**src/vlrc_pkg.sv**
```systemverilog
// Shared constants, types and helpers for the video link retimer control
package vlrc_pkg;

   // Core clock rate and derived timing counts
   localparam int          CORE_CLK_KHZ     = 40000;
   localparam int          CORE_CLK_NS      = 25;
   localparam int          CDR_LOCK_MAX_MS  = 15;
   localparam int          CDR_LOCK_CYC     = CDR_LOCK_MAX_MS * CORE_CLK_KHZ;
   localparam int          CDR_OFF_MAX_NS   = 120;
   localparam int          CDR_OFF_CYC      = CDR_OFF_MAX_NS / CORE_CLK_NS;
   localparam int          LOCK_W           = 20;

   // Rate measurement window and edge thresholds (scaled link clock)
   localparam logic [7:0]  RATE_WINDOW_LAST = 8'h3F;
   localparam logic [7:0]  RETIMER_MIN_EDGES = 8'h04;
   localparam logic [7:0]  TERM_MIN_EDGES   = 8'h08;
   localparam logic [7:0]  SIG_MIN_EDGES    = 8'h01;

   // Lane layout: 0..2 data lanes, 3 clock lane
   localparam int          LANES            = 4;
   localparam int          DATA_LANES       = 3;
   localparam int          CLK_LANE         = 3;
   localparam int          FIFO_DEPTH       = 16;
   localparam int          ERR_W            = 16;
   localparam int          EYE_W            = 16;
   localparam logic [6:0]  PRBS_SEED        = 7'h7F;
   localparam logic [4:0]  I2C_ADDR_BASE    = 5'h0A; // Arbitrary value

   // Operating modes
   typedef enum logic [2:0] {
      MODE_OFF      = 3'b000,
      MODE_PDOWN    = 3'b001,
      MODE_STANDBY  = 3'b010,
      MODE_REDRIVE  = 3'b011,
      MODE_LOCKING  = 3'b100,
      MODE_RETIME   = 3'b101
   } vlrc_mode_t;

   // Software configuration word
   typedef struct packed {
      logic       swapEn;
      logic       polEn;
      logic       powerDown;
      logic       sigDetEn;
      logic       ddcFast;
      logic       prbsEn;
      logic       checkEn;
      logic [1:0] eyeLane;
   } vlrc_cfg_t;

   // Rate meter verdict
   typedef struct packed {
      logic sigValid;
      logic rateHigh;
      logic termHigh;
   } vlrc_rate_t;

   // One PRBS7 step
   function automatic logic [6:0] vlrc_prbs_step(input logic [6:0] s);
      return {s[5:0], s[6] ^ s[5]};
   endfunction

   // Input lane swap mapping, index is output lane
   function automatic logic [3:0] vlrc_lane_map(input logic [3:0] in, input logic swap);
      return swap ? {in[2], in[3], in[0], in[1]} : in;
   endfunction

endpackage

```
**src/vlrc_fifo.sv**
```systemverilog
// Parameterised flip-flop FIFO with valid/ready on both sides
`timescale 1ns/1ps
module vlrc_fifo #(
   parameter int WIDTH = 4,
   parameter int DEPTH = 16
) (
   input  wire logic             clk,
   input  wire logic             rst_n,
   input  wire logic             inValid,
   output logic                  inReady,
   input  wire logic [WIDTH-1:0] inData,
   output logic                  outValid,
   input  wire logic             outReady,
   output logic      [WIDTH-1:0] outData
);
   // DEPTH must be a power of two so pointers wrap naturally
   localparam int         AW   = $clog2(DEPTH);
   localparam logic [AW:0] FULL = (AW+1)'(DEPTH);

   typedef struct packed {
      logic [DEPTH-1:0][WIDTH-1:0] mem;
      logic [AW-1:0]               wr;
      logic [AW-1:0]               rd;
      logic [AW:0]                 cnt;
   } vlrc_fifo_state_t;

   vlrc_fifo_state_t s_reg;
   vlrc_fifo_state_t s_next;
   logic             push;
   logic             pop;

   // Honest flags from the occupancy count
   assign inReady  = (s_reg.cnt != FULL);
   assign outValid = (s_reg.cnt != '0);
   assign outData  = s_reg.mem[s_reg.rd];
   assign push     = inValid && inReady;
   assign pop      = outValid && outReady;

   // Pointer and storage update
   always_comb begin
      s_next = s_reg;
      if (push) begin
         s_next.mem[s_reg.wr] = inData;
         s_next.wr            = s_reg.wr + AW'(1);
      end
      if (pop) begin
         s_next.rd = s_reg.rd + AW'(1);
      end
      s_next.cnt = s_reg.cnt + (AW+1)'(push) - (AW+1)'(pop);
   end

   // State register
   always_ff @(posedge clk or negedge rst_n) begin
      if (!rst_n) begin
         s_reg <= '0;
      end else begin
         s_reg <= s_next;
      end
   end
endmodule

```
**src/vlrc_rate_meter.sv**
```systemverilog
// Link clock edge counter that classifies the incoming rate
`timescale 1ns/1ps
module vlrc_rate_meter
   import vlrc_pkg::*;
(
   input  wire logic  clk,
   input  wire logic  rst_n,
   input  wire logic  edgePulse,
   output vlrc_rate_t rate,
   output logic       rateChanged
);
   typedef struct packed {
      logic [7:0] win;
      logic [7:0] edges;
      vlrc_rate_t rate;
      logic       changed;
   } vlrc_meter_state_t;

   vlrc_meter_state_t s_reg;
   vlrc_meter_state_t s_next;
   vlrc_rate_t        verdict;

   assign rate        = s_reg.rate;
   assign rateChanged = s_reg.changed;

   // Count edges per window, judge at window end
   always_comb begin
      s_next         = s_reg;
      s_next.changed = 1'h0;
      verdict.sigValid = s_reg.edges >= SIG_MIN_EDGES;
      verdict.rateHigh = s_reg.edges >= RETIMER_MIN_EDGES;
      verdict.termHigh = s_reg.edges >= TERM_MIN_EDGES;
      if (s_reg.win == RATE_WINDOW_LAST) begin
         s_next.win     = '0;
         s_next.edges   = 8'(edgePulse);
         s_next.rate    = verdict;
         s_next.changed = (verdict != s_reg.rate);   // see (RULE23)
      end else begin
         s_next.win = s_reg.win + 8'h01;
         if (edgePulse && s_reg.edges != 8'hFF) begin
            s_next.edges = s_reg.edges + 8'h01;
         end
      end
   end

   // State register
   always_ff @(posedge clk or negedge rst_n) begin
      if (!rst_n) begin
         s_reg <= '0;
      end else begin
         s_reg <= s_next;
      end
   end
endmodule

```
**src/vlrc_core.sv**
```systemverilog
// Retimer control core: modes, lane mapping, retiming path and debug tools
//
// How it works
// (RULE1) Redriver below rate threshold, retimer above it
// (RULE2) I2C mode address taken from two straps
// (RULE3) Power down on HPD low, bit, or CE low
// (RULE4) CE low discards software config; straps persist
// (RULE5) Signal detect on: standby without valid input
// (RULE6) Signal detect off after reset; pin or software
// (RULE7) DDC bridge slow by default, software selects fast
// (RULE8) Floating termination pin: termination follows measured rate
// (RULE9) CE low: controls ignored, lanes high impedance
// (RULE10) Controller holds CE low 100 us first
// (RULE11) Controller keeps CE low 100 us after rails
// (RULE12) CDR active within 15 ms of retimer start
// (RULE13) CDR off within 120 ns of retimer end
// (RULE14) Swap pin low or bit: D2/CLK, D1/D0 exchange
// (RULE15) Swap remaps inputs; lane settings follow lanes
// (RULE16) Swap works in redriver and retimer
// (RULE17) Pin high inverts every lane, retimer only
// (RULE18) Crossover down to redriver loses polarity inversion
// (RULE19) Software may combine swap and polarity in retimer
// (RULE20) Per data lane error checker with counts
// (RULE21) Per lane eye sample readout
// (RULE22) Internal PRBS on data outputs, paced by clock lane
// (RULE23) Mode follows measured clock lane frequency changes
`timescale 1ns/1ps
module vlrc_core
   import vlrc_pkg::*;
#(
   parameter int unsigned LOCK_CYC = CDR_LOCK_CYC
) (
   input  wire logic                        core_clk,
   input  wire logic                        rst_n,
   input  wire logic [LANES-1:0]            laneInPin,
   input  wire logic                        chipEnablePin,
   input  wire logic                        hotPlugPin,
   input  wire logic                        laneSwapPolarityPin,
   input  wire logic                        signalDetectEnablePin,
   input  wire logic                        txTerminationSelectFloat,
   input  wire logic                        txTerminationSelectHigh,
   input  wire logic [1:0]                  addressStrapPins,
   input  wire logic                        i2cModePin,
   input  wire logic                        sinkReadyPin,
   input  wire logic                        cfgWrite,
   input  wire vlrc_cfg_t                   cfgWord,
   output logic      [LANES-1:0]            laneOut,
   output logic                             laneOe,
   output logic                             termEnable,
   output logic                             retimerMode,
   output logic                             cdrActive,
   output logic                             powerDown,
   output logic                             standby,
   output logic      [6:0]                  i2cAddress,
   output logic                             ddcFast,
   output logic      [DATA_LANES-1:0][ERR_W-1:0] errCount,
   output logic      [EYE_W-1:0]            eyeSample,
   output logic                             overflowSeen
);

   ////////////////////////////////////////////////////////////////////////
   // State of the core

   typedef struct packed {
      logic [LANES-1:0]                  sync1Lane;
      logic [LANES-1:0]                  sync2Lane;
      logic                              sync1Ce;
      logic                              sync2Ce;
      logic                              sync1Hpd;
      logic                              sync2Hpd;
      logic                              sync1Swp;
      logic                              sync2Swp;
      logic                              sync1Sig;
      logic                              sync2Sig;
      logic [1:0]                        sync1Term;
      logic [1:0]                        sync2Term;
      logic [1:0]                        sync1Addr;
      logic [1:0]                        sync2Addr;
      logic                              sync1I2c;
      logic                              sync2I2c;
      logic                              sync1Rdy;
      logic                              sync2Rdy;
      logic                              prevClk;
      vlrc_cfg_t                         cfg;
      vlrc_mode_t                        mode;
      logic [LOCK_W-1:0]                 lockCnt;
      logic                              polLost;
      logic [6:0]                        prbs;
      logic [DATA_LANES-1:0][6:0]        chkHist;
      logic [DATA_LANES-1:0][ERR_W-1:0]  errCount;
      logic [EYE_W-1:0]                  eyeShift;
      logic [LANES-1:0]                  laneOut;
      logic                              laneOe;
      logic                              termEnable;
      logic                              retimerMode;
      logic                              cdrActive;
      logic                              powerDown;
      logic                              standby;
      logic [6:0]                        i2cAddress;
      logic                              ddcFast;
      logic                              overflowSeen;
   } vlrc_core_state_t;

   vlrc_core_state_t s_reg;
   vlrc_core_state_t s_next;

   ////////////////////////////////////////////////////////////////////////
   // Combinational helpers

   logic             swapReq;
   logic             polReq;
   logic             polActive;
   logic [LANES-1:0] mapped;
   logic             linkClk;
   logic             clkEdge;
   vlrc_rate_t       rate;
   logic             sigDetOn;
   logic             fifoInValid;
   logic             fifoInReady;
   logic [LANES-1:0] fifoInData;
   logic             fifoOutValid;
   logic             fifoOutReady;
   logic [LANES-1:0] fifoOutData;
   logic             retiming;

   // Pin low swaps, pin high inverts; software may add either
   assign swapReq   = !s_reg.sync2Swp || s_reg.cfg.swapEn;          // see (RULE14)
   assign polReq    = s_reg.sync2Swp || s_reg.cfg.polEn;            // see (RULE19)
   assign polActive = s_reg.retimerMode && polReq && !s_reg.polLost; // see (RULE17)

   // Remap, then invert; per-lane settings travel with the mapped lane
   assign mapped  = vlrc_lane_map(s_reg.sync2Lane, swapReq)
                    ^ {LANES{polActive}};                          // see (RULE15)
   assign linkClk = mapped[CLK_LANE];
   assign clkEdge = linkClk && !s_reg.prevClk;

   // Detect enable from strap or software, off from reset
   assign sigDetOn = s_reg.sync2Sig || s_reg.cfg.sigDetEn;        // see (RULE6)

   // Retiming path feeds the FIFO on clock lane edges
   assign retiming     = (s_reg.mode == MODE_RETIME);
   assign fifoInValid  = clkEdge && retiming;
   assign fifoOutReady = s_reg.sync2Rdy && retiming;
   // PRBS replaces data lanes; clock lane sets the pace
   assign fifoInData   = s_reg.cfg.prbsEn
                         ? {linkClk, s_reg.prbs[4], s_reg.prbs[2], s_reg.prbs[0]}
                         : mapped;                                 // see (RULE22)

   ////////////////////////////////////////////////////////////////////////
   // Submodules

   // Frequency measurement of the mapped clock lane
   vlrc_rate_meter u_meter (
      .clk         (core_clk),
      .rst_n       (rst_n),
      .edgePulse   (clkEdge),
      .rate        (rate),
      .rateChanged ()
   );

   // Retiming buffer between link edges and sink pacing
   vlrc_fifo #(
      .WIDTH (LANES),
      .DEPTH (FIFO_DEPTH)
   ) u_fifo (
      .clk      (core_clk),
      .rst_n    (rst_n),
      .inValid  (fifoInValid),
      .inReady  (fifoInReady),
      .inData   (fifoInData),
      .outValid (fifoOutValid),
      .outReady (fifoOutReady),
      .outData  (fifoOutData)
   );

   ////////////////////////////////////////////////////////////////////////
   // Outputs straight from state

   assign laneOut      = s_reg.laneOut;
   assign laneOe       = s_reg.laneOe;
   assign termEnable   = s_reg.termEnable;
   assign retimerMode  = s_reg.retimerMode;
   assign cdrActive    = s_reg.cdrActive;
   assign powerDown    = s_reg.powerDown;
   assign standby      = s_reg.standby;
   assign i2cAddress   = s_reg.i2cAddress;
   assign ddcFast      = s_reg.ddcFast;
   assign errCount     = s_reg.errCount;
   assign eyeSample    = s_reg.eyeShift;
   assign overflowSeen = s_reg.overflowSeen;

   ////////////////////////////////////////////////////////////////////////
   // Next-state logic

   always_comb begin
      logic [6:0] chkPredict;
      chkPredict = '0;
      s_next = s_reg;

      // Two-stage synchronisers for all pins
      s_next.sync1Lane = laneInPin;
      s_next.sync2Lane = s_reg.sync1Lane;
      s_next.sync1Ce   = chipEnablePin;
      s_next.sync2Ce   = s_reg.sync1Ce;
      s_next.sync1Hpd  = hotPlugPin;
      s_next.sync2Hpd  = s_reg.sync1Hpd;
      s_next.sync1Swp  = laneSwapPolarityPin;
      s_next.sync2Swp  = s_reg.sync1Swp;
      s_next.sync1Sig  = signalDetectEnablePin;
      s_next.sync2Sig  = s_reg.sync1Sig;
      s_next.sync1Term = {txTerminationSelectFloat, txTerminationSelectHigh};
      s_next.sync2Term = s_reg.sync1Term;
      s_next.sync1Addr = addressStrapPins;
      s_next.sync2Addr = s_reg.sync1Addr;
      s_next.sync1I2c  = i2cModePin;
      s_next.sync2I2c  = s_reg.sync1I2c;
      s_next.sync1Rdy  = sinkReadyPin;
      s_next.sync2Rdy  = s_reg.sync1Rdy;
      s_next.prevClk   = linkClk;

      // Software configuration, accepted only while enabled
      if (!s_reg.sync2Ce) begin
         s_next.cfg = '0;                                          // see (RULE4)
      end else if (cfgWrite) begin
         s_next.cfg = cfgWord;                                     // see (RULE9)
      end
      s_next.ddcFast = s_reg.cfg.ddcFast;                          // see (RULE7)

      // Bus address from straps in I2C mode
      if (s_reg.sync2Ce && s_reg.sync2I2c) begin
         s_next.i2cAddress = {I2C_ADDR_BASE, s_reg.sync2Addr};     // see (RULE2)
      end

      // Mode selection driven by enable, power and measured rate
      if (!s_reg.sync2Ce) begin
         s_next.mode = MODE_OFF;                                   // see (RULE9)
      end else if (!s_reg.sync2Hpd || s_reg.cfg.powerDown) begin
         s_next.mode = MODE_PDOWN;                                 // see (RULE3)
      end else if (sigDetOn && !rate.sigValid) begin
         s_next.mode = MODE_STANDBY;                               // see (RULE5)
      end else if (rate.rateHigh) begin                            // see (RULE1)
         case (s_reg.mode)
            MODE_LOCKING: begin
               if (s_reg.lockCnt >= LOCK_W'(LOCK_CYC - 1)) begin
                  s_next.mode = MODE_RETIME;                       // see (RULE12)
               end else begin
                  s_next.lockCnt = s_reg.lockCnt + LOCK_W'(1);
               end
            end
            MODE_RETIME: begin
               s_next.mode = MODE_RETIME;
            end
            default: begin
               s_next.mode    = MODE_LOCKING;                      // see (RULE23)
               s_next.lockCnt = '0;
            end
         endcase
      end else begin
         s_next.mode = MODE_REDRIVE;                               // see (RULE23)
      end

      // Falling back from retiming on rate drops polarity
      if (s_reg.mode == MODE_RETIME && s_next.mode == MODE_REDRIVE && polReq) begin
         s_next.polLost = 1'h1;                                    // see (RULE18)
      end else if (!polReq || !s_reg.sync2Ce) begin
         s_next.polLost = 1'h0;
      end

      // Status flags; CDR drops in the same cycle as retimerMode when retiming ends
      s_next.retimerMode = (s_next.mode == MODE_RETIME) || (s_next.mode == MODE_LOCKING);
      s_next.cdrActive   = (s_next.mode == MODE_RETIME);           // see (RULE13)
      s_next.powerDown   = (s_next.mode == MODE_PDOWN) || (s_next.mode == MODE_OFF);
      s_next.standby     = (s_next.mode == MODE_STANDBY);
      s_next.laneOe      = (s_next.mode == MODE_RETIME) || (s_next.mode == MODE_REDRIVE);

      // Termination: auto from rate when floating, off when the pin is driven high or low
      s_next.termEnable = s_reg.sync2Term[1] && rate.termHigh && s_next.laneOe; // see (RULE8)

      // Lane output: straight through or from the retiming buffer
      case (s_reg.mode)
         MODE_REDRIVE: begin
            s_next.laneOut = mapped;                               // see (RULE16)
         end
         MODE_RETIME: begin
            if (fifoOutValid && fifoOutReady) begin
               s_next.laneOut = fifoOutData;
            end
         end
         default: begin
            s_next.laneOut = '0;
         end
      endcase

      // Buffer overrun when the sink stalls; a new overrun beats the clear
      if (fifoInValid && !fifoInReady) begin
         s_next.overflowSeen = 1'h1;
      end else if (!s_reg.sync2Ce) begin
         s_next.overflowSeen = 1'h0;
      end

      // PRBS generator advances on clock lane edges
      if (!s_reg.cfg.prbsEn) begin
         s_next.prbs = PRBS_SEED;
      end else if (clkEdge) begin
         s_next.prbs = vlrc_prbs_step(s_reg.prbs);                 // see (RULE22)
      end

      // Self-synchronising PRBS checker per data lane
      for (int i = 0; i < DATA_LANES; i++) begin
         if (!s_reg.cfg.checkEn) begin
            s_next.chkHist[i]  = '0;
            s_next.errCount[i] = '0;
         end else if (clkEdge && retiming) begin
            s_next.chkHist[i] = {s_reg.chkHist[i][5:0], mapped[i]};
            chkPredict        = vlrc_prbs_step(s_reg.chkHist[i]);
            if (mapped[i] != chkPredict[0]
                && s_reg.errCount[i] != '1) begin
               s_next.errCount[i] = s_reg.errCount[i] + ERR_W'(1); // see (RULE20)
            end
         end
      end

      // Eye sample history of the selected lane
      if (clkEdge && s_reg.laneOe) begin
         s_next.eyeShift = {s_reg.eyeShift[EYE_W-2:0], mapped[s_reg.cfg.eyeLane]}; // see (RULE21)
      end
   end

   ////////////////////////////////////////////////////////////////////////
   // State register

   always_ff @(posedge core_clk or negedge rst_n) begin
      if (!rst_n) begin
         s_reg <= '0;
      end else begin
         s_reg <= s_next;
      end
   end

endmodule

```
**config.mk**
```make
export PLATFORM = sky130hd
export DESIGN_NAME = vlrc_core
export DESIGN_NICKNAME = d
export VERILOG_FILES = /design/src/vlrc_pkg.sv /design/src/vlrc_fifo.sv /design/src/vlrc_rate_meter.sv /design/src/vlrc_core.sv
export SDC_FILE = /design/constraint.sdc
export NUM_CORES = 1
export LEC_CHECK = 0
export BUFFER_PORTS_ARGS = -buffer_cell sky130_fd_sc_hd__buf_4
export CAP_MARGIN = 0
export CORE_MARGIN = 1.5
export CORE_UTILIZATION = 54
export DETAILED_ROUTE_END_ITERATION = 8
export PLACE_DENSITY_LB_ADDON = 0.15
export SLEW_MARGIN = 20
export SYNTH_ARGS = -nofsm -noshare
export SYNTH_HDL_FRONTEND = slang
export SYNTH_HIERARCHICAL = 1
export SYNTH_SLANG_ARGS = --single-unit
```
**constraint.sdc**
```tcl
create_clock -name core_clk -period 3.61 [get_ports core_clk]
set_clock_uncertainty 0.05 [all_clocks]
set_input_delay 1.083 -clock core_clk [delete_from_list [all_inputs] [get_ports core_clk]]
set_output_delay 1.083 -clock core_clk [all_outputs]
set_load 0.005 [all_outputs]
```
==> impl_results.md, run 1 <==
- Initial antenna violation count: 0
- Number of CTS-inserted buffers: 28
- Max Cap Viol: 0
- Max-slew headroom: between 30% and 40%
- Final GP Congestion: 0.835
- First-pass GRT wire length: around 43000 µm
- Total vias in the final route: around 8800
- Hold crit path type: reg -> reg
- Final hold violations: 0
- Largest register FFs: 77
- Gr ovfl total: 0
- Data arrival, critical path: 3.45 ns
- Crit Path Max Fanout: 7
- Clock H-tree levels: 1
- Synth Instances: 1185
- Post-CTS Setup Inserts: 0
- CTS tree: yes
- Min Tclk post-route: 3.05 ns
- Initial Utilization: approximately 55%
- Fin area: 0.0144 mm²
- Final WL: roughly 26000 µm
- DRT iter0 DRCs: 603
- Largest net degree at the start of global routing: 75
- Cell Area, Synth: 0.0130 mm²
- DRC viols: 0
- Clock tree buffer depth: 3
- Clk slew on worst S/H paths: ~0.060 ns
- Int Pwr: 4.88 mW
- Row count: 56
- Total track usage: a little over a fifth
- RSZ-0062 raised after global routing: false
- Share of cells above drive strength 1: 21.6%
- Net Sw Power: 1.46 mW
- Hpwl dp: 17500 µm
- Fmax achieved: 0.328 GHz
- Status: completed
- # setup viols final: 0
- WL/cell: between 15 and 20 µm
- Hold_buf cts: 0
- Yosys warning count: 6
- Comb power frac: around 5.7%
- Worst-margin pin slew: 0.962 ns
- Clock network fraction of total power: a little under half
- Die X-Extent: 158 µm
- Post_cts resized: 0
- Vias per cell: 5.69
- Critical path class: reg -> reg
- Nets: approximately 1300
- Num Clock Sinks: roughly 260
- Setup crit end kind: flip-flop
- Post-place instance area: 0.0135 mm²
- Metal-1 WL: 12900 µm
- Net Sw Frac: 23.0%
- Pre-Repair DR Iteration Count: 5
- IO Pins: approximately 110
- Input/output buffers: 104
- Die height: 158 µm
- Final clock period utilization by the worst path: 84.5%
- Met2 WL post-DR: ~12000 µm
- Sequential power share: 48.8%
- Fill cell count: 1928
- WL met3: 1070 µm
- Area Overhead vs Synth: 11.3%
- Leak Pwr: between 6 and 7 nW
- Pwr per Cell Area: 439 mW/mm²
- Final Max Slew Viols: 0
- Core Footprint: 0.0235 mm²
- ANT cells: 0
- Die area: 0.0249 mm²
- Synth Area per Inst: 10.9 µm²
- Required time worst endpoint: 4.01 ns
- VDD IR max: 0.000395 V
- Max layer used: met4
- Worst Setup Start Kind: flip-flop
- Final ANT Viol Nets: 0
- Fin Setup TNS: 0 ns
- Vias in the first global route: around 8300
- Latest clock arrival within the worst-skew pair: 0.54 ns
- Root cell of the clock tree: clkbuf_16
[worst max-delay path, stage by stage (launching register included)]
cell     delay, ns
dfrtp_1       0.40
nor2_1        0.41
nor2_4        0.13
xor2_2        0.23
inv_2         0.07
nand2_1       0.07
inv_2         0.07
and2_1        0.13
inv_1         0.05
ha_1          0.26
inv_1         0.04
ha_1          0.20
fa_1          0.41
a21oi_1       0.16
nor2_1        0.05
nor2_1        0.12
xnor2_1       0.13
[cells in the final DEF, fill, tap and decap left out, types with 22 or more instances in the layout]
cell / count
a21oi_1: 79
buf_4: 119
clkbuf_16: 29
dfrtp_1: 263
mux2_1: 34
mux2_2: 39
mux2i_1: 33
nand2_1: 111
nand3_1: 45
nand4_1: 25
nor2_1: 53
o21ai_0: 52
o31ai_1: 28
or4_1: 22
[final timing paths]
path	endpoint	start	cells past startpoint	slack (ns)
worst min-delay path	s_reg[168]$_DFF_PN0_	s_next[168]$_DFF_PN0_	0	0.29
min in group asynchronous	u_fifo/s_reg[75]$_DFFE_PN0P_	rst_n	1	0.48
max in group asynchronous	errCount[10]$_DFFE_PN0P_	rst_n	2	2.25
worst max-delay path	u_fifo/s_reg[4]$_DFF_PN0_	s_reg[159]$_DFF_PN0_	16	0.56
worst min register to register	s_reg[168]$_DFF_PN0_	s_next[168]$_DFF_PN0_	0	0.29
worst max register to register	u_fifo/s_reg[4]$_DFF_PN0_	s_reg[159]$_DFF_PN0_	16	0.56
[stage by stage]
step | utilization, % | std cells | worst slack, ns | hold WS, ns | power, mW
6_report | 61.3 | 1552 | 0.560 | 0.287 | 6.33
3_5_place_dp | 57.3 | 1501 | 0.578 | 0.285 | 3.51
2_1_floorplan | - | 1187 | 0.0359 | 0.281 | 3.34
4_1_cts | 61.3 | 1552 | 0.557 | 0.290 | 6.41
3_3_place_gp | 57.3 | 1501 | 0.623 | 0.283 | 3.50
5_1_grt | 61.3 | 1552 | 0.378 | 0.301 | 6.58
[cell type report]
type | count | area (µm²) | area share [%]
clock buffer | 37 | 816 | 5.65
clock inverter | 14 | 125 | 0.867
inverter | 24 | 92.6 | 0.642
multi-input combinational | 772 | 5450 | 37.8
sequential | 263 | 6580 | 45.6
tap | 319 | 399 | 2.77
timing repair buffer | 123 | 968 | 6.71
[routing by layer]
metal / up-vias / track usage [%]
met1: 4379 / 32.8
met4: 0 / 4.14
met2: 189 / 33.0
li1: 4232 / -
met5: - / 0
met3: 28 / 3.26
[power by group through the flow]
stage               clock, mW  combinational, mW  sequential [mW]
floorplan                   0              0.230             3.11
CTS                      2.96              0.369             3.09
global placement            0              0.360             3.14
finish                   2.88              0.360             3.09
detailed placement          0              0.365             3.14
global route             3.07              0.409             3.10
Power figures use the tool's default switching activity.
==> inputs of run 2 (changes only) <==
--- a/config.mk
+++ b/config.mk
@@ -8,7 +8,7 @@
 export BUFFER_PORTS_ARGS = -buffer_cell sky130_fd_sc_hd__buf_4
 export CAP_MARGIN = 0
 export CORE_MARGIN = 1.5
-export CORE_UTILIZATION = 54
+export CORE_UTILIZATION = 55
 export DETAILED_ROUTE_END_ITERATION = 8
 export PLACE_DENSITY_LB_ADDON = 0.15
 export SLEW_MARGIN = 20
==> constraint.sdc (replaced) <==
create_clock -name core_clk -period 3 [get_ports core_clk]
set_clock_uncertainty 0.05 [all_clocks]
set_input_delay 0.9 -clock core_clk [delete_from_list [all_inputs] [get_ports core_clk]]
set_output_delay 0.9 -clock core_clk [all_outputs]
set_load 0.005 [all_outputs]
==> impl_results.md, run 2 (same netlist as run 1, synthesis figures left out) <==
- Core Footprint: between 0.02 and 0.025 mm²
- First-pass GRT wire length: roughly 43000 µm
- Most frequent cells in the layout: dfrtp_1 (263), buf_4 (127), nand2_1 (110)
- Pwr per Cell Area: 535 mW/mm²
- Initial antenna violation count: 0
- Final Max Slew Viols: 0
- Clock tree buffer depth: 3
- Required time worst endpoint: approximately 3.4 ns
- Area Overhead vs Synth: 12.6%
- Dpl cells: 1510
- Final ANT Viol Nets: 0
- Largest register FFs: between 70 and 80
- Hold crit path type: in -> async
- Die height: 157 µm
- RSZ-0062 raised after global routing: false
- Fin Setup TNS: 0 ns
- Clk slew on worst S/H paths: 0.06 ns
- Crit Path Max Fanout: 4
- Gr ovfl total: 0
- Initial Utilization: a little under three fifths
- Die X-Extent: roughly 160 µm
- Root cell of the clock tree: clkbuf_16
- Number of CTS-inserted buffers: 28
- Hold_buf cts: 0
- # setup viols final: 0
- Clock H-tree levels: 1
- Flop-to-flop setup slack: roughly 0.15 ns
- Row count: 56
- WL/cell: roughly 17 µm
- Largest net degree at the start of global routing: 63
- ANT cells: 0
- Die area: 0.0245 mm²
- Post-place instance area: around 0.014 mm²
- Final hold violations: 0
- CP dominant cell by count: inv_2
- Post-CTS Setup Inserts: 0
- Share of cells above drive strength 1: 22.7%
- Critical path class: reg -> reg
- Num Clock Sinks: between 200 and 300
- Final WL: about 26000 µm
- Min Tclk post-route: 2.85 ns
- Max-slew headroom: 62.3%
- Max Cap Viol: 0
- Commonest non-fill, non-tap cell in the layout: dfrtp_1
- Total track usage: 21.7%
- Vias in the first global route: approximately 8400
- Reg2reg start: s_reg[143]$_DFFE_PN0P_
- Setup WS pre-CTS: 0.201 ns
- Leak Pwr: 6.52 nW
- Final clock period utilization by the worst path: 94.9%
- Setup crit end kind: flip-flop
- DRC viols: 0
- Reg-to-Reg End: u_fifo/s_reg[4]$_DFF_PN0_
- Crit-path cells: and2b_4 -> mux2i_4 -> xor2_2 -> inv_2 -> nand2_4 -> inv_4 -> and2_4 -> inv_2 -> ha_4 -> inv_2 -> ha_4 -> fa_2 -> a21oi_2 -> nor2_1 -> nor2_1 -> xnor2_1
- Crit-path max cell delay: 0.38 ns
- Data arrival, critical path: between 3 and 4 ns
- IO Pins: ~110
- Nets: 1268
- Final GP Congestion: 0.824
- Worst Setup Start Kind: flip-flop
- Min Hold Slack: 0.267 ns
- DRT iter0 DRCs: roughly 600
- Fmax achieved: 0.351 GHz
- Worst-margin pin slew: 0.564 ns
- Latest clock arrival within the worst-skew pair: 0.53 ns
- R2R depth: 16
- CTS tree: yes
- Total vias in the final route: 8847
- Input/output buffers: 104
- Pre-Repair DR Iteration Count: 5
- Worst setup slack after layout: 0.152 ns
- Status: completed
- VDD IR max: roughly 0.00044 V
- Fin area: 0.0146 mm²
- Max stage delay cell, worst path: dfrtp_1
- Hpwl dp: 17400 µm
- Fin cells: 1562
- Vias per cell: 5.66
[run 2: cell count changes in the layout (fill, tap and decap cells not counted), sizes merged]
cell,delta
bufinv,+2
buf,+9
clkbuf,+2
clkinv,-2
clkinvlp,-1
[run 2: timing repair]
| action | CTS | global route |
|---|---|---|
| endpoints found under the hold margin | 0 | 0 |
| endpoints found under the setup margin | 0 | 1 |
| resized for setup | 0 | 1 |
[run 2: area by class of cell]
cell class / instances / area (µm²)
multi-input combinational: 772 / 5490
timing repair buffer: 132 / 1040
clock inverter: 13 / 168
sequential: 263 / 6580
clock buffer: 39 / 833
tap: 319 / 399
inverter: 24 / 95.1
fill: 1887 / 8730
[run 2: worst max-delay path by stage]
stage	startpoint	endpoint	slack, ns	depth (start not counted)
after floorplan	s_reg[143]$_DFFE_PN0P_	u_fifo/s_reg[4]$_DFF_PN0_	-0.26	19
after global placement	s_reg[143]$_DFFE_PN0P_	u_fifo/s_reg[4]$_DFF_PN0_	0.22	16
after detailed placement	s_reg[143]$_DFFE_PN0P_	u_meter/s_reg[11]$_DFFE_PN0P_	0.20	11
after CTS	s_reg[143]$_DFFE_PN0P_	u_meter/s_reg[11]$_DFFE_PN0P_	0.15	11
after global routing	s_reg[143]$_DFFE_PN0P_	u_fifo/s_reg[4]$_DFF_PN0_	0.01	16
final	s_reg[143]$_DFFE_PN0P_	u_fifo/s_reg[4]$_DFF_PN0_	0.15	16
[run 2: through the flow]
step | util (%) | total power [mW]
2_1_floorplan | - | 4.02
3_3_place_gp | 58.3 | 4.21
3_5_place_dp | 58.3 | 4.23
4_1_cts | 62.6 | 7.92
5_1_grt | 62.6 | 8.13
6_report | 62.6 | 7.81
[run 2: routing by layer]
metal / GRT usage (%) / routed length (µm) / up-vias
met2: 33.6 / 11700 / 181
met5: 0 / 0 / -
met4: 4.72 / 393 / 0
met3: 2.58 / 984 / 34
li1: - / - / 4246
met1: 33.0 / 12900 / 4386
[run 2: critical path, delay by kind of cell, from the launching register on]
family,cells,cell delay (ns)
xor+xnor,2,0.24
flops,1,0.38
fa+ha+maj,3,0.78
compound gates,1,0.13
buf+inv,4,0.24
simple gates,5,0.66
mux,1,0.28
[run 2: power breakdown]
group          switching [mW]  internal, mW
sequential             0.0902          3.63
combinational           0.269         0.170
clock                    1.38          2.27
total                    1.74          6.07
==> inputs of run 3 (changes only) <==
--- a/config.mk
+++ b/config.mk
@@ -8,7 +8,7 @@
 export BUFFER_PORTS_ARGS = -buffer_cell sky130_fd_sc_hd__buf_4
 export CAP_MARGIN = 0
 export CORE_MARGIN = 1.5
-export CORE_UTILIZATION = 55
+export CORE_UTILIZATION = 60
 export DETAILED_ROUTE_END_ITERATION = 8
 export PLACE_DENSITY_LB_ADDON = 0.15
 export SLEW_MARGIN = 20
==> impl_results.md, run 3 (same netlist as run 1, synthesis figures left out) <==
- Status: completed
- Vias per cell: around 6
- Final Max Slew Viols: 0
- Die X-Extent: 150 µm
- Leak Pwr: 6.46 nW
- Clk slew on worst S/H paths: around 0.060 ns
- WL/cell: 16.7 µm
- Max Cap Viol: 0
- Worst path bufs/invs: 4
- Final hold violations: 0
- Pre-Repair DR Iteration Count: 5
- Crit path max-delay family: adder cells
- Number of cells on the critical path: 16
- Fmax achieved: 0.353 GHz
- Hold_buf cts: 0
- Most frequent cells in the layout: dfrtp_1 (263), buf_4 (127), nand2_1 (110)
- Setup WS pre-CTS: 0.187 ns
- Final GP Congestion: 0.821
- Share of cells above drive strength 1: 22.3%
- Gr ovfl total: 0
- Int Pwr: 5.74 mW
- ANT cells: 0
- Min Hold Slack: ~0.26 ns
- DRC viols: 0
- Final WL: between 20000 and 30000 µm
- Required time worst endpoint: ~3.4 ns
- VDD IR max: 0.000488 V
- Largest net degree at the start of global routing: 70
- First-pass GRT wire length: roughly 42000 µm
- Die height: 150 µm
- Met2 Usage GRT: 36.7%
- Latest clock arrival within the worst-skew pair: 0.53 ns
- Total vias in the final route: 8834
- Pwr per Cell Area: 515 mW/mm²
- Reg-to-Reg End: u_fifo/s_reg[4]$_DFF_PN0_
- Final clock period utilization by the worst path: 94.5%
- Initial Utilization: about three fifths
- Input/output buffers: about 100
- CP dominant cell by count: inv_2
- Commonest non-fill, non-tap cell in the layout: dfrtp_1
- Setup crit end kind: flip-flop
- Clock H-tree levels: 1
- Critical path class: reg -> reg
- Clock tree buffer depth: 3
- Crit-path max cell delay: ~0.38 ns
- # setup viols final: 0
- Net Sw Power: about 1.7 mW
- Core Footprint: roughly 0.021 mm²
- Crit-path cells: and2b_4 -> mux2i_4 -> xor2_2 -> inv_2 -> nand2_4 -> inv_4 -> and2_4 -> inv_2 -> ha_4 -> inv_2 -> ha_4 -> fa_2 -> a21oi_2 -> nor2_1 -> nor2_1 -> xnor2_1
- Most used routing layer: met2
- Number of CTS-inserted buffers: 27
- RSZ-0062 raised after global routing: false
- Worst setup slack after layout: 0.165 ns
- Vias in the first global route: between 8000 and 9000
- Hold crit path type: in -> async
- Hpwl dp: around 17000 µm
- Net Sw Frac: 22.7%
- Final ANT Viol Nets: 0
- Worst Setup Start Kind: flip-flop
- Crit Path Max Fanout: 4
- Comb power frac: 5.9%
- Multi-input combinational cell area: 0.00549 mm²
- Met3 usage: under 10%
- Met1 GRT Util: between 30% and 40%
- Row count: 53
- Worst-margin pin slew: around 0.98 ns
- Reg2reg start: s_reg[143]$_DFFE_PN0P_
- Root cell of the clock tree: clkbuf_16
- Total track usage: between 20% and 30%
- Initial antenna violation count: 0
- Fill cell count: roughly 1600
- Register Area: 0.00658 mm²
- Flop-to-flop setup slack: 0.17 ns
- Largest register FFs: 77
- IO Pins: 109
- DRT iter0 DRCs: 543
- Die area: 0.0225 mm²
- Sequential power share: 50.0%
- Num Clock Sinks: about 260
- R2R depth: 16
- Max-slew headroom: a little over a third
- Max stage delay cell, worst path: dfrtp_1
- Crit path from: s_reg[143]$_DFFE_PN0P_
- Clock network fraction of total power: around 44%
- Min Tclk post-route: about 2.8 ns
- CTS tree: yes
- Crit path capture: u_fifo/s_reg[4]$_DFF_PN0_
- Area Overhead vs Synth: 11.3%
- Nets: 1267
- Data arrival, critical path: 3.24 ns
-- run 3: changes by cell type in the layout (fill, tap and decap cells not counted), sizes merged --
| cell | delta |
|---|---|
| clkinv | -3 |
| bufinv | -3 |
| clkbuf | +2 |
| inv | +2 |
-- run 3: area by class of cell --
type                    instances  share of cell area, %
clock buffers                  41                   5.60
multi-input cells             772                   38.0
well taps                     275                   2.38
flip-flops and latches        263                   45.6
repair buffers                132                   7.20
clock inverters                 9                  0.529
inverters                      24                  0.659
-- run 3: worst min-delay path by stage --
stage,from,endpoint,cells past startpoint
after global placement,s_next[161]$_DFF_PN0_,s_reg[161]$_DFF_PN0_,0
after detailed placement,s_next[147]$_DFF_PN0_,s_reg[147]$_DFF_PN0_,0
after CTS,rst_n,laneOut[2]$_DFFE_PN0P_,1
after floorplan,s_next[145]$_DFF_PN0_,s_reg[145]$_DFF_PN0_,0
final,rst_n,laneOut[1]$_DFFE_PN0P_,1
after global routing,rst_n,laneOut[1]$_DFFE_PN0P_,1
-- run 3: power groups by stage --
stage               logic, mW  clock network [mW]  registers (mW)
floorplan               0.277                   0            3.75
global placement        0.435                   0            3.77
detailed placement      0.446                   0            3.78
CTS                     0.449                3.35            3.72
global route            0.503                3.50            3.73
finish                  0.440                3.27            3.72
-- run 3: stage by stage --
step                      utilization [%]  power (mW)  instances  instance area, µm²  setup TNS, ns
after global placement               64.2        4.21       1466               13500              0
after global routing                 68.4        7.73       1516               14400              0
final                                68.4        7.43       1516               14400              0
after CTS                            68.4        7.52       1516               14400              0
after floorplan                         -        4.02       1187               13000         -0.324
after detailed placement             64.2        4.23       1466               13500              0
-- run 3: repair_timing --
item,in CTS,in global routing
setup endpoints to repair,0,1
resized for setup,0,1
setup buffers,0,0
-- run 3: per-layer routing --
metal / wire length [µm] / up-vias / share of wire [%]
li1: - / 4247 / -
met1: 12000 / 4355 / 47
met2: 11800 / 199 / 47
met3: 1150 / 33 / 4.5
met4: 441 / 0 / 1.7
met5: 0 / - / 0
-- run 3: worst reg2reg max path: stages, from the launching register on --
cell and delay, ns:
dfrtp_1 0.38, and2b_4 0.30, mux2i_4 0.28, xor2_2 0.11
inv_2 0.10, nand2_4 0.06, inv_4 0.07, and2_4 0.14
inv_2 0.04, ha_4 0.25, inv_2 0.04, ha_4 0.15
fa_2 0.38, a21oi_2 0.13, nor2_1 0.05, nor2_1 0.12
xnor2_1 0.12
